`src/adc_seq_cfg.svh`:
```
`ifndef ADC_SEQ_CFG_SVH
`define ADC_SEQ_CFG_SVH
// Register word offsets (byte address = offset)
`define REG_CTRL 8'h00
`define REG_STATUS 8'h04
`define REG_FORCE 8'h08
`define REG_MUXCMD 8'h0C
`define REG_TRIGSEL 8'h10
`define REG_SLOTCFG 8'h14
`define REG_IRQSTAT 8'h18
`define REG_RESULT0 8'h80
// Control field positions
`define CTRL_ENABLE 0
`define CTRL_PWRDN 1
`define CTRL_REPEAT 2
`define CTRL_ENH 3
`define CTRL_MANIRQ 4
`define CTRL_AUTO 5
`define CTRL_LEN_LSB 8
// Sizes
`define NUM_SLOTS 24
`define NUM_TRIG 32
`define RES_W 12
`define CH_W 5
// Conversion timing in converter clock cycles
`define CONV_STD_CYC 16
`define CONV_ENH_CYC 20
`define ANALOG_CYC 4
// Converter clock 40 MHz from 200 MHz system clock
`define SYS_MHZ 200
`define ADCCLK_MHZ 40
`define ADCCLK_DIV (`SYS_MHZ / `ADCCLK_MHZ)
// Pre-mux link frame length in bits
`define MUX_FRAME_BITS 8
`endif

```
`src/adc_seq_pkg.sv`:
```
package adc_seq_pkg;
   // Sequencer states
   typedef enum logic [2:0] {ST_IDLE, ST_MUX, ST_SAMPLE, ST_CONVERT, ST_STORE} seq_state_e;
   // Per slot configuration word
   typedef struct packed {
      logic [4:0] channel;   // Input selector code
      logic irq_en;          // Interrupt at end of this slot
      logic [1:0] irq_line;  // Which of four request lines
   } slot_cfg_s;
   // Trigger selection entry
   typedef struct packed {
      logic rise;
      logic fall;
   } trig_edge_s;
endpackage : adc_seq_pkg

```
`src/adc_auto_sequencer.sv`:
```
`timescale 1ns/1ps
`include "adc_seq_cfg.svh"
module adc_auto_sequencer
   import adc_seq_pkg::*;
(
   input wire logic clk_i,
   input wire logic rst_i,
   // Classic Wishbone slave
   input wire logic wb_cyc_i,
   input wire logic wb_stb_i,
   input wire logic wb_we_i,
   input wire logic [7:0] wb_adr_i,
   input wire logic [3:0] wb_sel_i,
   input wire logic [31:0] wb_dat_i,
   output logic [31:0] wb_dat_o,
   output logic wb_ack_o,
   // PWM timer trigger sources, asynchronous to this clock
   input wire logic [31:0] pwm_trig_i,
   // Converter comparator bit from the SAR analog core
   input wire logic sar_cmp_i,
   // Sample-and-hold and pre-mux serial link to front end
   output logic premux_sclk_o,
   output logic premux_data_o,
   output logic premux_sh_o,
   // SAR trial code to the DAC
   output logic [11:0] sar_dac_o,
   output logic adc_pwrdn_o,
   // Four sequence request lines and manual done request
   output logic [3:0] seq_irq_o,
   output logic manual_irq_o
);
   // Control register fields
   logic [31:0] ctrl_reg;
   logic [31:0] trig_rise_reg;   // Rising edge enables
   logic [31:0] trig_fall_reg;   // Falling edge enables
   slot_cfg_s slot_cfg_mem [`NUM_SLOTS];
   logic [11:0] result_mem [`NUM_SLOTS];
   logic [23:0] slot_done_reg;   // Sticky per-slot done flags
   logic manual_done_reg;
   // Synchronised trigger pins
   logic [31:0] trig_s1_reg;
   logic [31:0] trig_s2_reg;
   logic [31:0] trig_prev_reg;
   // Engine state
   seq_state_e state_reg;
   logic [4:0] slot_reg;
   logic [4:0] cyc_reg;
   logic [2:0] div_reg;
   logic adc_tick;
   logic [11:0] sar_reg;
   logic [3:0] bit_reg;
   logic [3:0] mux_bit_reg;
   logic [7:0] mux_shift_reg;
   logic pending_reg;
   logic force_pulse;
   logic sw_mux_pulse;
   logic trig_hit;
   logic [4:0] seq_len;
   logic [4:0] conv_cycles;
   logic wr;
   logic rd;
   logic [3:0] irq_line_reg;
   logic chain_more;        // Another slot follows in this chain
   logic [4:0] next_slot;   // Slot whose channel goes out next

   assign wr = wb_cyc_i & wb_stb_i & wb_we_i & ~wb_ack_o;
   assign rd = wb_cyc_i & wb_stb_i & ~wb_we_i & ~wb_ack_o;
   assign seq_len = ctrl_reg[`CTRL_LEN_LSB +: 5];
   assign chain_more = ctrl_reg[`CTRL_AUTO] && (slot_reg < seq_len);
   // Repeat restarts at slot zero, so its channel is sent then
   assign next_slot = chain_more ? 5'(slot_reg + 5'h01) : 5'h00;
   assign force_pulse = wr & (wb_adr_i == `REG_FORCE) & wb_sel_i[0] & wb_dat_i[0];
   assign sw_mux_pulse = wr & (wb_adr_i == `REG_MUXCMD) & wb_sel_i[0];
   assign conv_cycles = ctrl_reg[`CTRL_ENH] ? 5'(`CONV_ENH_CYC) : 5'(`CONV_STD_CYC);

   // Ack one cycle after request, dropped next cycle
   always_ff @(posedge clk_i)
   begin
      if (rst_i)
         wb_ack_o <= 1'b0;
      else
         wb_ack_o <= wb_cyc_i & wb_stb_i & ~wb_ack_o;
   end

   // Register writes; byte lanes honoured
   always_ff @(posedge clk_i)
   begin
      if (rst_i)
      begin
         ctrl_reg <= 32'h0000_0000;
         trig_rise_reg <= 32'h0000_0000;
         trig_fall_reg <= 32'h0000_0000;
      end
      else if (wr)
      begin
         for (int b = 0; b < 4; b++)
         begin
            if (wb_sel_i[b])
            begin
               if (wb_adr_i == `REG_CTRL)
                  ctrl_reg[8*b +: 8] <= wb_dat_i[8*b +: 8];
               if (wb_adr_i == `REG_TRIGSEL)
                  trig_rise_reg[8*b +: 8] <= wb_dat_i[8*b +: 8];
               if (wb_adr_i == `REG_SLOTCFG)
                  trig_fall_reg[8*b +: 8] <= wb_dat_i[8*b +: 8];
            end
         end
      end
   end

   // Slot configuration at 0x40..0x6C, no reset needed for memory
   always_ff @(posedge clk_i)
   begin
      if (wr && wb_adr_i[7:6] == 2'b01 && wb_adr_i[5:2] < 4'd12 && wb_sel_i[0])
      begin
         // Two slots per word: low byte even, second byte odd
         slot_cfg_mem[{wb_adr_i[5:2], 1'b0}] <= wb_dat_i[7:0];
         if (wb_sel_i[1])
            slot_cfg_mem[{wb_adr_i[5:2], 1'b1}] <= wb_dat_i[15:8];
      end
   end

   // Read mux; unmapped addresses read zero
   always_ff @(posedge clk_i)
   begin
      if (rst_i)
         wb_dat_o <= 32'h0000_0000;
      else if (rd)
      begin
         wb_dat_o <= 32'h0000_0000;
         if (wb_adr_i == `REG_CTRL)
            wb_dat_o <= ctrl_reg;
         else if (wb_adr_i == `REG_STATUS)
            wb_dat_o <= {24'h00_0000, manual_done_reg, pending_reg, slot_reg[4:0], 1'b0} |
                        {29'h0, 3'(state_reg)} << 29;
         else if (wb_adr_i == `REG_TRIGSEL)
            wb_dat_o <= trig_rise_reg;
         else if (wb_adr_i == `REG_SLOTCFG)
            wb_dat_o <= trig_fall_reg;
         else if (wb_adr_i == `REG_IRQSTAT)
            wb_dat_o <= {8'h00, slot_done_reg};
         else if (wb_adr_i[7] && wb_adr_i[6:2] < 5'd24)
            wb_dat_o <= {20'h0_0000, result_mem[wb_adr_i[6:2]]};
      end
   end

   // Two-flop synchroniser, then edge history from second stage only
   always_ff @(posedge clk_i)
   begin
      if (rst_i)
      begin
         trig_s1_reg <= 32'h0000_0000;
         trig_s2_reg <= 32'h0000_0000;
         trig_prev_reg <= 32'h0000_0000;
      end
      else
      begin
         trig_s1_reg <= pwm_trig_i;
         trig_s2_reg <= trig_s1_reg;
         trig_prev_reg <= trig_s2_reg;
      end
   end

   assign trig_hit = |((trig_s2_reg & ~trig_prev_reg & trig_rise_reg) |
                       (~trig_s2_reg & trig_prev_reg & trig_fall_reg));

   // Converter clock tick: 40 MHz enable from divider
   always_ff @(posedge clk_i)
   begin
      if (rst_i || div_reg == 3'(`ADCCLK_DIV - 1))
         div_reg <= 3'h0;
      else
         div_reg <= div_reg + 3'h1;
   end
   assign adc_tick = (div_reg == 3'(`ADCCLK_DIV - 1));

   // Pending start; a trigger while busy is held, not lost
   always_ff @(posedge clk_i)
   begin
      if (rst_i)
         pending_reg <= 1'b0;
      else if (trig_hit || force_pulse)
         pending_reg <= ctrl_reg[`CTRL_ENABLE] & ~ctrl_reg[`CTRL_PWRDN];
      else if (state_reg == ST_IDLE && adc_tick)
         pending_reg <= 1'b0;
   end

   // Sequence engine
   always_ff @(posedge clk_i)
   begin
      if (rst_i)
      begin
         state_reg <= ST_IDLE;
         slot_reg <= 5'h00;
         cyc_reg <= 5'h00;
         sar_reg <= 12'h000;
         bit_reg <= 4'h0;
      end
      else if (ctrl_reg[`CTRL_PWRDN])
         state_reg <= ST_IDLE;
      else if (adc_tick)
      begin
         unique case (state_reg)
            ST_IDLE:
            begin
               slot_reg <= 5'h00;
               if (pending_reg)
                  state_reg <= ST_MUX;
            end
            ST_MUX:
               if (mux_bit_reg == 4'h0)
               begin
                  state_reg <= ST_SAMPLE;
                  cyc_reg <= 5'h00;
               end
            ST_SAMPLE:
            begin
               cyc_reg <= cyc_reg + 5'h01;
               // sampling fills budget less 12 steps and store
               if (cyc_reg == conv_cycles - 5'd14)
               begin
                  state_reg <= ST_CONVERT;
                  sar_reg <= 12'h800;
                  bit_reg <= 4'd11;
               end
            end
            ST_CONVERT:
            begin
               if (!sar_cmp_i)
                  sar_reg[bit_reg] <= 1'b0;
               if (bit_reg != 4'h0)
                  sar_reg[bit_reg - 4'h1] <= 1'b1;
               bit_reg <= bit_reg - 4'h1;
               if (bit_reg == 4'h0)
                  state_reg <= ST_STORE;
            end
            ST_STORE:
               if (ctrl_reg[`CTRL_AUTO] && slot_reg < seq_len)
               begin
                  slot_reg <= slot_reg + 5'h01;
                  state_reg <= ST_MUX;
               end
               else if (ctrl_reg[`CTRL_REPEAT])
               begin
                  slot_reg <= 5'h00;
                  state_reg <= ST_MUX;
               end
               else
                  state_reg <= ST_IDLE;
         endcase
      end
   end

   always_ff @(posedge clk_i)
   begin
      if (!rst_i && adc_tick && state_reg == ST_STORE)
         result_mem[slot_reg] <= sar_reg;
   end

   // Done flags; set wins over software clear (write one to clear)
   always_ff @(posedge clk_i)
   begin
      if (rst_i)
      begin
         slot_done_reg <= 24'h00_0000;
         manual_done_reg <= 1'b0;
      end
      else
      begin
         for (int i = 0; i < `NUM_SLOTS; i++)
            if (adc_tick && state_reg == ST_STORE && slot_reg == 5'(i))
               slot_done_reg[i] <= 1'b1;
            else if (wr && wb_adr_i == `REG_IRQSTAT && wb_dat_i[i])
               slot_done_reg[i] <= 1'b0;
         if (adc_tick && state_reg == ST_STORE && !ctrl_reg[`CTRL_AUTO])
            manual_done_reg <= 1'b1;
         else if (wr && wb_adr_i == `REG_STATUS && wb_dat_i[7])
            manual_done_reg <= 1'b0;
      end
   end

   // route enabled slot flags to lines
   always_comb
   begin
      irq_line_reg = 4'h0;
      for (int i = 0; i < `NUM_SLOTS; i++)
         if (slot_done_reg[i] && slot_cfg_mem[i].irq_en)
            irq_line_reg[slot_cfg_mem[i].irq_line] = 1'b1;
   end
   assign seq_irq_o = irq_line_reg;
   assign manual_irq_o = manual_done_reg & ctrl_reg[`CTRL_MANIRQ];

   // write-only serial link, engine or software
   always_ff @(posedge clk_i)
   begin
      if (rst_i)
      begin
         mux_bit_reg <= 4'h0;
         mux_shift_reg <= 8'h00;
         premux_sclk_o <= 1'b0;
         premux_sh_o <= 1'b0;
      end
      // Falling half of a link clock: data moves only while clock is low
      else if (premux_sclk_o)
      begin
         premux_sclk_o <= 1'b0;
         mux_shift_reg <= {mux_shift_reg[6:0], 1'b0};
      end
      else if (sw_mux_pulse && mux_bit_reg == 4'h0)
      begin
         mux_shift_reg <= wb_dat_i[7:0];
         mux_bit_reg <= 4'(`MUX_FRAME_BITS);
         premux_sh_o <= wb_dat_i[8];
      end
      else if (adc_tick)
      begin
         premux_sclk_o <= 1'b0;
         // channel code covers direct and front-end inputs
         if (state_reg == ST_IDLE && pending_reg)
         begin
            mux_shift_reg <= {3'h0, slot_cfg_mem[0].channel};
            mux_bit_reg <= 4'(`MUX_FRAME_BITS);
         end
         // No frame after the last slot of a one-shot chain
         else if (state_reg == ST_STORE && (chain_more || ctrl_reg[`CTRL_REPEAT]))
         begin
            mux_shift_reg <= {3'h0, slot_cfg_mem[next_slot].channel};
            mux_bit_reg <= 4'(`MUX_FRAME_BITS);
         end
         // Rising half: current bit already stands on the data line
         else if (mux_bit_reg != 4'h0)
         begin
            premux_sclk_o <= 1'b1;
            mux_bit_reg <= mux_bit_reg - 4'h1;
         end
         // Hold asserted through sampling only
         if (state_reg == ST_SAMPLE || state_reg == ST_CONVERT)
            premux_sh_o <= (state_reg == ST_SAMPLE);
      end
   end
   assign premux_data_o = mux_shift_reg[7];
   assign sar_dac_o = sar_reg;
   assign adc_pwrdn_o = ctrl_reg[`CTRL_PWRDN];
endmodule : adc_auto_sequencer

```
`config.mk`:
```
export PLATFORM = sky130hd
export DESIGN_NAME = adc_auto_sequencer
export DESIGN_NICKNAME = d
export VERILOG_FILES = /design/src/adc_seq_pkg.sv /design/src/adc_auto_sequencer.sv
export VERILOG_INCLUDE_DIRS = /design/src
export SDC_FILE = /design/constraint.sdc
export NUM_CORES = 1
export LEC_CHECK = 0
export BUFFER_PORTS_ARGS = -buffer_cell sky130_fd_sc_hd__buf_2
export CAP_MARGIN = 20
export CORE_UTILIZATION = 48
export CTS_CLUSTER_SIZE = 25
export DETAILED_ROUTE_END_ITERATION = 12
export PLACE_DENSITY_LB_ADDON = 0.05
export SLEW_MARGIN = 10
export SYNTH_ARGS = -nofsm -noshare
export SYNTH_HDL_FRONTEND = slang
export SYNTH_SLANG_ARGS = --single-unit
```
`constraint.sdc`:
```
create_clock -name clk_i -period 3.9 [get_ports clk_i]
set_clock_uncertainty 0.1 [all_clocks]
set_input_delay 0.78 -clock clk_i [delete_from_list [all_inputs] [get_ports clk_i]]
set_output_delay 0.78 -clock clk_i [all_outputs]
set_load 0.01 [all_outputs]
```
---- After elaboration in Yosys (flattened, before gate mapping) ----
Memories as Yosys holds them, arrays and structs flattened.
Index checks and enable logic that the tools add are counted.
operators by class
  eq/ne operators ......................... 41
  $add $sub $neg .......................... 6
  reductions and logical operators ........ 186
  bitwise gates (word level) .............. 52
  mux-type cells .......................... 179
  magnitude comparators ................... 55
operators with widths
  operator                                             count
  AND 32 bit                                           4
  two-way mux 32 bit                                   4
  two-way mux 4 bit                                    30
  logical AND 1 bit                                    114
  two-way mux 12 bit                                   8
  bitwise OR 4 bit                                     23
  two-way mux 1 bit                                    91
  < comparator 2 x 3 -> 1 bit, second input constant   24
  NOT 32 bit                                           2
  nonzero test 2 bit                                   31
  demux 1 bit (select 2 bit)                           24
  >= comparator 2 x 1 -> 1 bit, second input constant  24
  AND reduction 3 bit                                  14
  equality test 5 x 4 -> 1 bit, second input constant  8
  equality test 5 bit, second input constant           8
  two-way mux 8 bit                                    5
  bitwise OR 32 bit                                    1
  bitwise OR 8 x 32 -> 32 bit                          1
  OR reduction 32 bit                                  1
  equality test 8 x 5 -> 1 bit, second input constant  3
  two-way mux 24 bit                                   1
  case mux 12 bit (2 select lines)                     1
  equality test 5 x 3 -> 1 bit, second input constant  4
  two-way mux 5 bit                                    4
  43 further kinds                                     89
word-level totals
  logic and storage cells ................. 575
  flip-flop bits (word level) ............. 297
  output and inout bits ................... 54
  memory bits (writable) .................. 480
  input port bits ......................... 82
  memories ................................ 2
memories
  memory        words  bits a word  read ports  clocked after memory_dff  wr ports  line                      RTL
  result_mem    24     12           1           0                         1         adc_auto_sequencer.sv:37  logic [11:0] result_mem [`NUM_SLOTS];
  slot_cfg_mem  24     8            25          0                         2         adc_auto_sequencer.sv:36  slot_cfg_s slot_cfg_mem [`NUM_SLOTS];

---- Longest topological paths before layout ----
Gate-level depths: netlist (run 1).
An unclocked memory read counts as a cell.
  depth after elaboration ................. 52
  depth in mapped cells ................... 13
  mapped depth without buffers ............ 10

---- Worst setup path after synthesis (run 1) ----
No wires, ideal clock.
  kind .................................... in2reg
  from .................................... input port wb_adr_i[2]
  to ...................................... memory slot_cfg_mem[23][0] (netlist bit) (enable)
  setup time .............................. 0.371 ns
  buffers on the path ..................... 6
  stages on the path ...................... 8
  path slack .............................. 0.568 ns
  required time ........................... 3.429 ns
  data arrival time ....................... 2.862 ns
  cell sequence ........................... buf_2 buf_2 buf_2 buf_4 buf_2 buf_1 nand3_1 nor2_1
RTL lines
  what                line                      RTL
  start: declaration  adc_auto_sequencer.sv:12  input wire logic [7:0] wb_adr_i,
  end: declaration    adc_auto_sequencer.sv:36

---- Worst setup path after layout (run 1) ----
  from .................................... register ctrl_reg[12]
  to ...................................... register mux_shift_reg[1]
on the way
  cells in the longest elaborated chain, start to end .. 9
  elaborated cells on any way between the ends .. 13
RTL lines
  what                              line                       RTL
  start: declaration                adc_auto_sequencer.sv:33   logic [31:0] ctrl_reg;
  start signal: indexed assignment  adc_auto_sequencer.sv:101  ctrl_reg[8*b +: 8] <= wb_dat_i[8*b +: 8];
  < comparator 5 bit *              adc_auto_sequencer.sv:69   assign chain_more = ctrl_reg[`CTRL_AUTO] && (slot_reg < seq_len);
  logical AND 1 bit *               adc_auto_sequencer.sv:69
  two-way mux 5 bit                 adc_auto_sequencer.sv:71   assign next_slot = chain_more ? 5'(slot_reg + 5'h01) : 5'h00;
  memory (24 x 8 bit)               -
  two-way mux 8 bit                 adc_auto_sequencer.sv:325  else if (state_reg == ST_STORE && (chain_more || ctrl_reg[`CTRL_REPEAT]))
  two-way mux 8 bit                 adc_auto_sequencer.sv:319  if (state_reg == ST_IDLE && pending_reg)
  two-way mux 8 bit                 adc_auto_sequencer.sv:315  else if (adc_tick)
  two-way mux 8 bit                 adc_auto_sequencer.sv:309  else if (sw_mux_pulse && mux_bit_reg == 4'h0)
  two-way mux 8 bit                 adc_auto_sequencer.sv:304  else if (premux_sclk_o)
  end signal: assignment            adc_auto_sequencer.sv:307  mux_shift_reg <= {mux_shift_reg[6:0], 1'b0};
  end signal: assignment            adc_auto_sequencer.sv:311  mux_shift_reg <= wb_dat_i[7:0];
  end signal: assignment            adc_auto_sequencer.sv:321  mux_shift_reg <= {3'h0, slot_cfg_mem[0].channel};
  end: declaration                  adc_auto_sequencer.sv:53   logic [7:0] mux_shift_reg;
Mark *: on every way between the ends. The rest lies on a longest branch, timed or not. The select of a mux whose other input is x is not followed.
A chain may end at the register's enable or synchronous reset.

==> results of run 1 <==
[path summary, 6_finish.rpt]
path,from,end,slack (ns)
max,ctrl_reg[12],mux_shift_reg[1],0.58
max reg2reg,ctrl_reg[12],mux_shift_reg[1],0.58
min reg2reg,trig_s1_reg[16],trig_s2_reg[16],0.33
min,pwm_trig_i[23],trig_s1_reg[23],0.24
[routing by layer]
layer,track usage [%],up-vias
met5,0,-
met3,5.09,149
li1,-,9857
met2,45.8,947
met1,42.1,11374
met4,10.0,2
[cells in the mapped netlist, drive strengths merged (23+ instances only)]
master	number
edfxtp	520
dfxtp	297
nor2	260
nand2	160
mux2i	154
nor2b	111
o21ai	100
a21oi	90
mux4	89
clkbuf	85
nand3	55
nor3	54
nand3b	37
a22oi	35
inv	35
a211oi	30
buf	29
nand4	28
o22ai	28
a31o	23
[cell families after synthesis]
kind of cell    count (synthesis)  synth area share, %
flops                         817                 65.9
simple gates                  785                 11.8
compound gates                420                 8.53
mux                           247                 11.0
buf+inv                       149                 1.83
fa+ha+maj                      18                0.689
xor+xnor                       10                0.268
other cells                     1               0.0115
[metrics by stage]
step           total power, uW  std cells  setup slack (ns)
2_1_floorplan             9760       2486             0.568
3_3_place_gp             10000       3522             0.369
3_5_place_dp             10100       3522             0.356
4_1_cts                  18400       3679             0.603
5_1_grt                  18700       3679             0.396
6_report                 18300       3680             0.578
[cell type report]
class	instances	share of cell area (%)
Antenna cell	1	0.00656
Inverter	35	0.344
Timing Repair Buffer	277	4.71
Clock inverter	43	1.55
Clock buffer	114	5.97
Multi-Input combinational cell	1520	28.1
Tap cell	873	2.86
Sequential cell	817	56.5
[power by group through the flow]
stage | clock [uW] | sequential [uW] | combinational [uW]
after floorplan | 0 | 9450 | 314
after global placement | 0 | 9460 | 589
after detailed placement | 0 | 9460 | 595
after CTS | 8510 | 9280 | 597
after global routing | 8820 | 9280 | 635
final | 8380 | 9280 | 597
==> impl_metrics.yaml, run 1 <==
status:
  status: "complete, no violations"
yosys:
  synth.distinct_cells: 72
  async_flop_share_pct: 0
  yosysTopAreaCellShare_pct: 47.7
  syn_area_um2: 32700
  yosys_warnings: 0
  syn_inst: 2447
  yosys.area.top_type: "edfxtp_1"
  synth.ff_latch_count: 817
  synth-edff-count: 520
  ys_seq_area_share_pct: 65.9
  synthFlopType: "edfxtp_1"
  syn_avg_cell_area_um2: 13.4
  synth.area.top_cells: "edfxtp_1 48%, dfxtp_1 18%, mux4_2 6.1%"
floorplan:
  initial_core_util_pct: 48.6
  io_pins: 136
  fp.dieH_um: 263
  rows: 95
  die_area_um2: 69200
  die_w_um: 263
  design.core.area_um2: 67300
cts:
  cts_resized: 0
  clk_latency_ns: 0.65
  cts_buffers: 86
  clkSinkCount: 817
  postCtsSetupBuffers: 0
  cts_tree: "done"
  clk_path_buf_depth: 3
  clkSlewWorstSetupHoldPaths_ns: 0.06
  cts_hold_buf: 0
  htree_levels: 3
  cts_root_buffer: "clkbuf_16"
setup_path:
  critPathTopFamily: "compound AO/OA/AOI/OAI gates"
  criticalPathCategory: "reg2reg"
  worstSetupStartpointType: "register"
  cp.depth: 11
  cp_data_required_time_ns: 4.34
  end_kind: "register"
  reg2regPathDepth: 11
  cp_max_fo: 5
  cpPeakStageDelay_ns: 0.49
  slowest_stage: "a2111oi_0"
  worstPathCellList: "inv_1, ha_1, and2_0, nor3_2, buf_4, mux4_2, nor2_1, a2111oi_0, a311o_1, o311ai_0, a311oi_1"
  crit_arrival_ns: 3.77
  crit_buf_inv: 2
sta:
  clock.fmax_ghz: 0.301
  worstMarginPinSlew_ns: 1.03
  maxSlewViolCount: 0
  setup-violations-final: 0
  tns_ns: 0
  timing.hold.ws_ns: 0.240
  relSlewSlack_pct: 31.3
  rsz0062_at_grt: "no"
  period_minus_slack_ns: 3.32
  finalHoldViolations: 0
  fin_crit_sh_pct: 85.2
power:
  intPower_uw: 14400
  p_comb_share_pct: 3.3
  seqPwrFrac_pct: 50.8
  p_leak_uw: 0.0131
  p_per_area_nw_per_um2: 478
  ir_worst_vdd_v: 0.000360
  power_frac_clock_pct: 45.9
  swShare_pct: 20.9
  switchingPower_uw: 3820
final_layout:
  largest_reg_flops: 288
  syn_to_final_growth_pct: 16.7
  final_common_cell: "edfxtp_1"
  fillers: 5514
  post-route-util_pct: 56.7
  fin_nets: 2837
  drive_gt1_share_pct: 19.5
  multi_input_area_um2: 10700
  final_area_um2: 38200
  largest_register: "result_mem"
  regArea_um2: 21600
  most-common-layout-cells: "520 x edfxtp_1, 296 x dfxtp_1, 246 x nor2_1, 159 x nand2_1, 154 x mux2i_1"
drt:
  post-route-drc-count: 0
  dr.pass1.iters: 8
  drtAntennaViolNets: 0
  wl_met2_um: 47000
  via_per_inst: 6.07
  drt_iter0_drc: 2433
  wl_met3_um: 7540
  wl_per_cell_um: 27.8
  drt-total-wl_um: 102000
  vias: 22329
  highest_layer: "met5"
  wl_met1_um: 44700
placement:
  dp_hpwl_um: 69500
  port_buffers: 135
  dpl_cell_area_um2: 35300
  place_congestion: 0.940
hold_path:
  min_path_cells: 2
  hold_path_class: "in2reg"
global_route:
  grt_start_max_net_pins: 194
  grt_pass1_vias: 21819
  overflow: 0
  grt_pass1_wl_um: 148000
  antenna_found_initial: 3
  gr-usage-all-layers_pct: 29.5
job:
  timing.max_cap.violations: 0
Note: power is estimated with default switching activity, not from simulation.
==> inputs of run 2 (changes only) <==
- CORE_UTILIZATION: 48 -> 40
- PLACE_DENSITY_LB_ADDON: 0.05 -> unset
==> impl_metrics.yaml, run 2 (synthesis results as in run 1) <==
drt:
  drtAntennaViolNets: 0
  drt-total-wl_um: 102000
  wl_per_cell_um: 26.4
  dr.pass1.iters: 11
  vias: 22492
  drt_iter0_drc: 2759
  post-route-drc-count: 10
  via_per_inst: 5.85
sta:
  setup-violations-final: 0
  maxSlewViolCount: 0
  rsz0062_at_grt: "no"
  finalHoldViolations: 0
  relSlewSlack_pct: 29.6
  clock.fmax_ghz: 0.296
  worstMarginPinSlew_ns: 1.05
  period_minus_slack_ns: 3.38
  fin_crit_sh_pct: 86.6
final_layout:
  largest_register: "result_mem"
  regArea_um2: 21600
  largest_reg_flops: 288
  final_common_cell: "edfxtp_1"
  syn_to_final_growth_pct: 16.6
  fin_nets: 2819
  multi_input_area_um2: 10700
  fillers: 7166
  n_antenna_cell: 0
  most-common-layout-cells: "520 x edfxtp_1, 296 x dfxtp_1, 247 x nor2_1, 159 x nand2_1, 154 x mux2i_1"
  drive_gt1_share_pct: 19.1
  final_area_um2: 38100
setup_path:
  slowest_stage: "o311ai_0"
  worstSetupStartpointType: "register"
  critPathTopFamily: "compound AO/OA/AOI/OAI gates"
  end_kind: "register"
  crit_arrival_ns: 3.77
  worstPathCellList: "ha_1, nand2_1, nand2_1, a21oi_1, buf_4, and2_1, a2111oi_0, buf_4, o311ai_0, a311oi_1"
  criticalPathCategory: "reg2reg"
  cpPeakStageDelay_ns: 0.59
  cp_data_required_time_ns: 4.29
  crit_buf_inv: 2
  cp_max_fo: 9
power:
  p_comb_share_pct: 3.4
  ir_worst_vdd_v: 0.000330
  swShare_pct: 21.5
  p_leak_uw: 0.0130
  power_frac_clock_pct: 44.5
  p_total_uw: 17800
  seqPwrFrac_pct: 52.2
  intPower_uw: 14000
  switchingPower_uw: 3820
  p_per_area_nw_per_um2: 466
cts:
  cts_hold_buf: 0
  clk_latency_ns: 0.65
  cts_tree: "done"
  clkSinkCount: 817
  cts_buffers: 83
  clk_path_buf_depth: 3
  postCtsSetupBuffers: 0
  cts_resized: 0
  clkSlewWorstSetupHoldPaths_ns: 0.06
  cts_root_buffer: "clkbuf_16"
  htree_levels: 3
global_route:
  grt_pass1_vias: 21710
  grt_pass1_wl_um: 148000
  overflow: 0
  antenna_found_initial: 3
  grt_start_max_net_pins: 173
  gr-usage-all-layers_pct: 24.4
floorplan:
  die_w_um: 288
  design.core.area_um2: 80700
  die_area_um2: 82900
  rows: 104
  io_pins: 136
  initial_core_util_pct: 40.5
  fp.dieH_um: 288
hold_path:
  hold_path_class: "in2reg"
placement:
  port_buffers: 135
  place_congestion: 0.958
  dp_hpwl_um: 69700
  dpl_cell_area_um2: 35400
job:
  timing.max_cap.violations: 0
status:
  status: "finished, violations left"
  violations: "design-rule violations"
run 2: routing by layer:
| metal | part of all wire [%] | global-route usage, % |
|---|---|---|
| met2 | 45 | 37.1 |
| met4 | 3.4 | 9.18 |
| met5 | 0.011 | 0 |
| met1 | 43 | 34.9 |
| met3 | 9.0 | 4.29 |
run 2: layout make-up:
type	instances	share of cell area (%)
multi-input combinational	1520	28.1
inverter	35	0.344
clock inverter	29	0.797
timing repair buffer	262	4.45
tap	1060	3.48
sequential	817	56.5
clock buffer	124	6.33
run 2: path summary, 6_finish.rpt:
kind / startpoint / end / slack, ns / cells after the start
worst max-delay path: slot_reg[4] / mux_shift_reg[1] / 0.52 / 10
worst min register to register: trig_s1_reg[15] / trig_s2_reg[15] / 0.34 / 1
worst max register to register: slot_reg[4] / mux_shift_reg[1] / 0.52 / 10
worst min-delay path: pwm_trig_i[27] / trig_s1_reg[27] / 0.24 / 2
run 2: per-stage QoR:
step	hold WS (ns)	utilization (%)	setup TNS, ns	std cells	setup slack (ns)
after floorplan	0.314	-	0	2486	0.568
after global placement	0.320	43.9	-0.0379	3694	-0.0379
after detailed placement	0.323	43.9	-0.0268	3694	-0.0268
after CTS	0.205	47.3	0	3847	0.588
after global routing	0.232	47.3	0	3847	0.278
final	0.236	47.3	0	3847	0.521
run 2: power by group through the flow:
| stage | registers [uW] | clock network, uW | logic, uW |
|---|---|---|---|
| detailed placement | 9460 | 0 | 596 |
| global route | 9280 | 8370 | 637 |
| CTS | 9280 | 8030 | 598 |
| global placement | 9460 | 0 | 589 |
| finish | 9280 | 7910 | 600 |
| floorplan | 9450 | 0 | 314 |
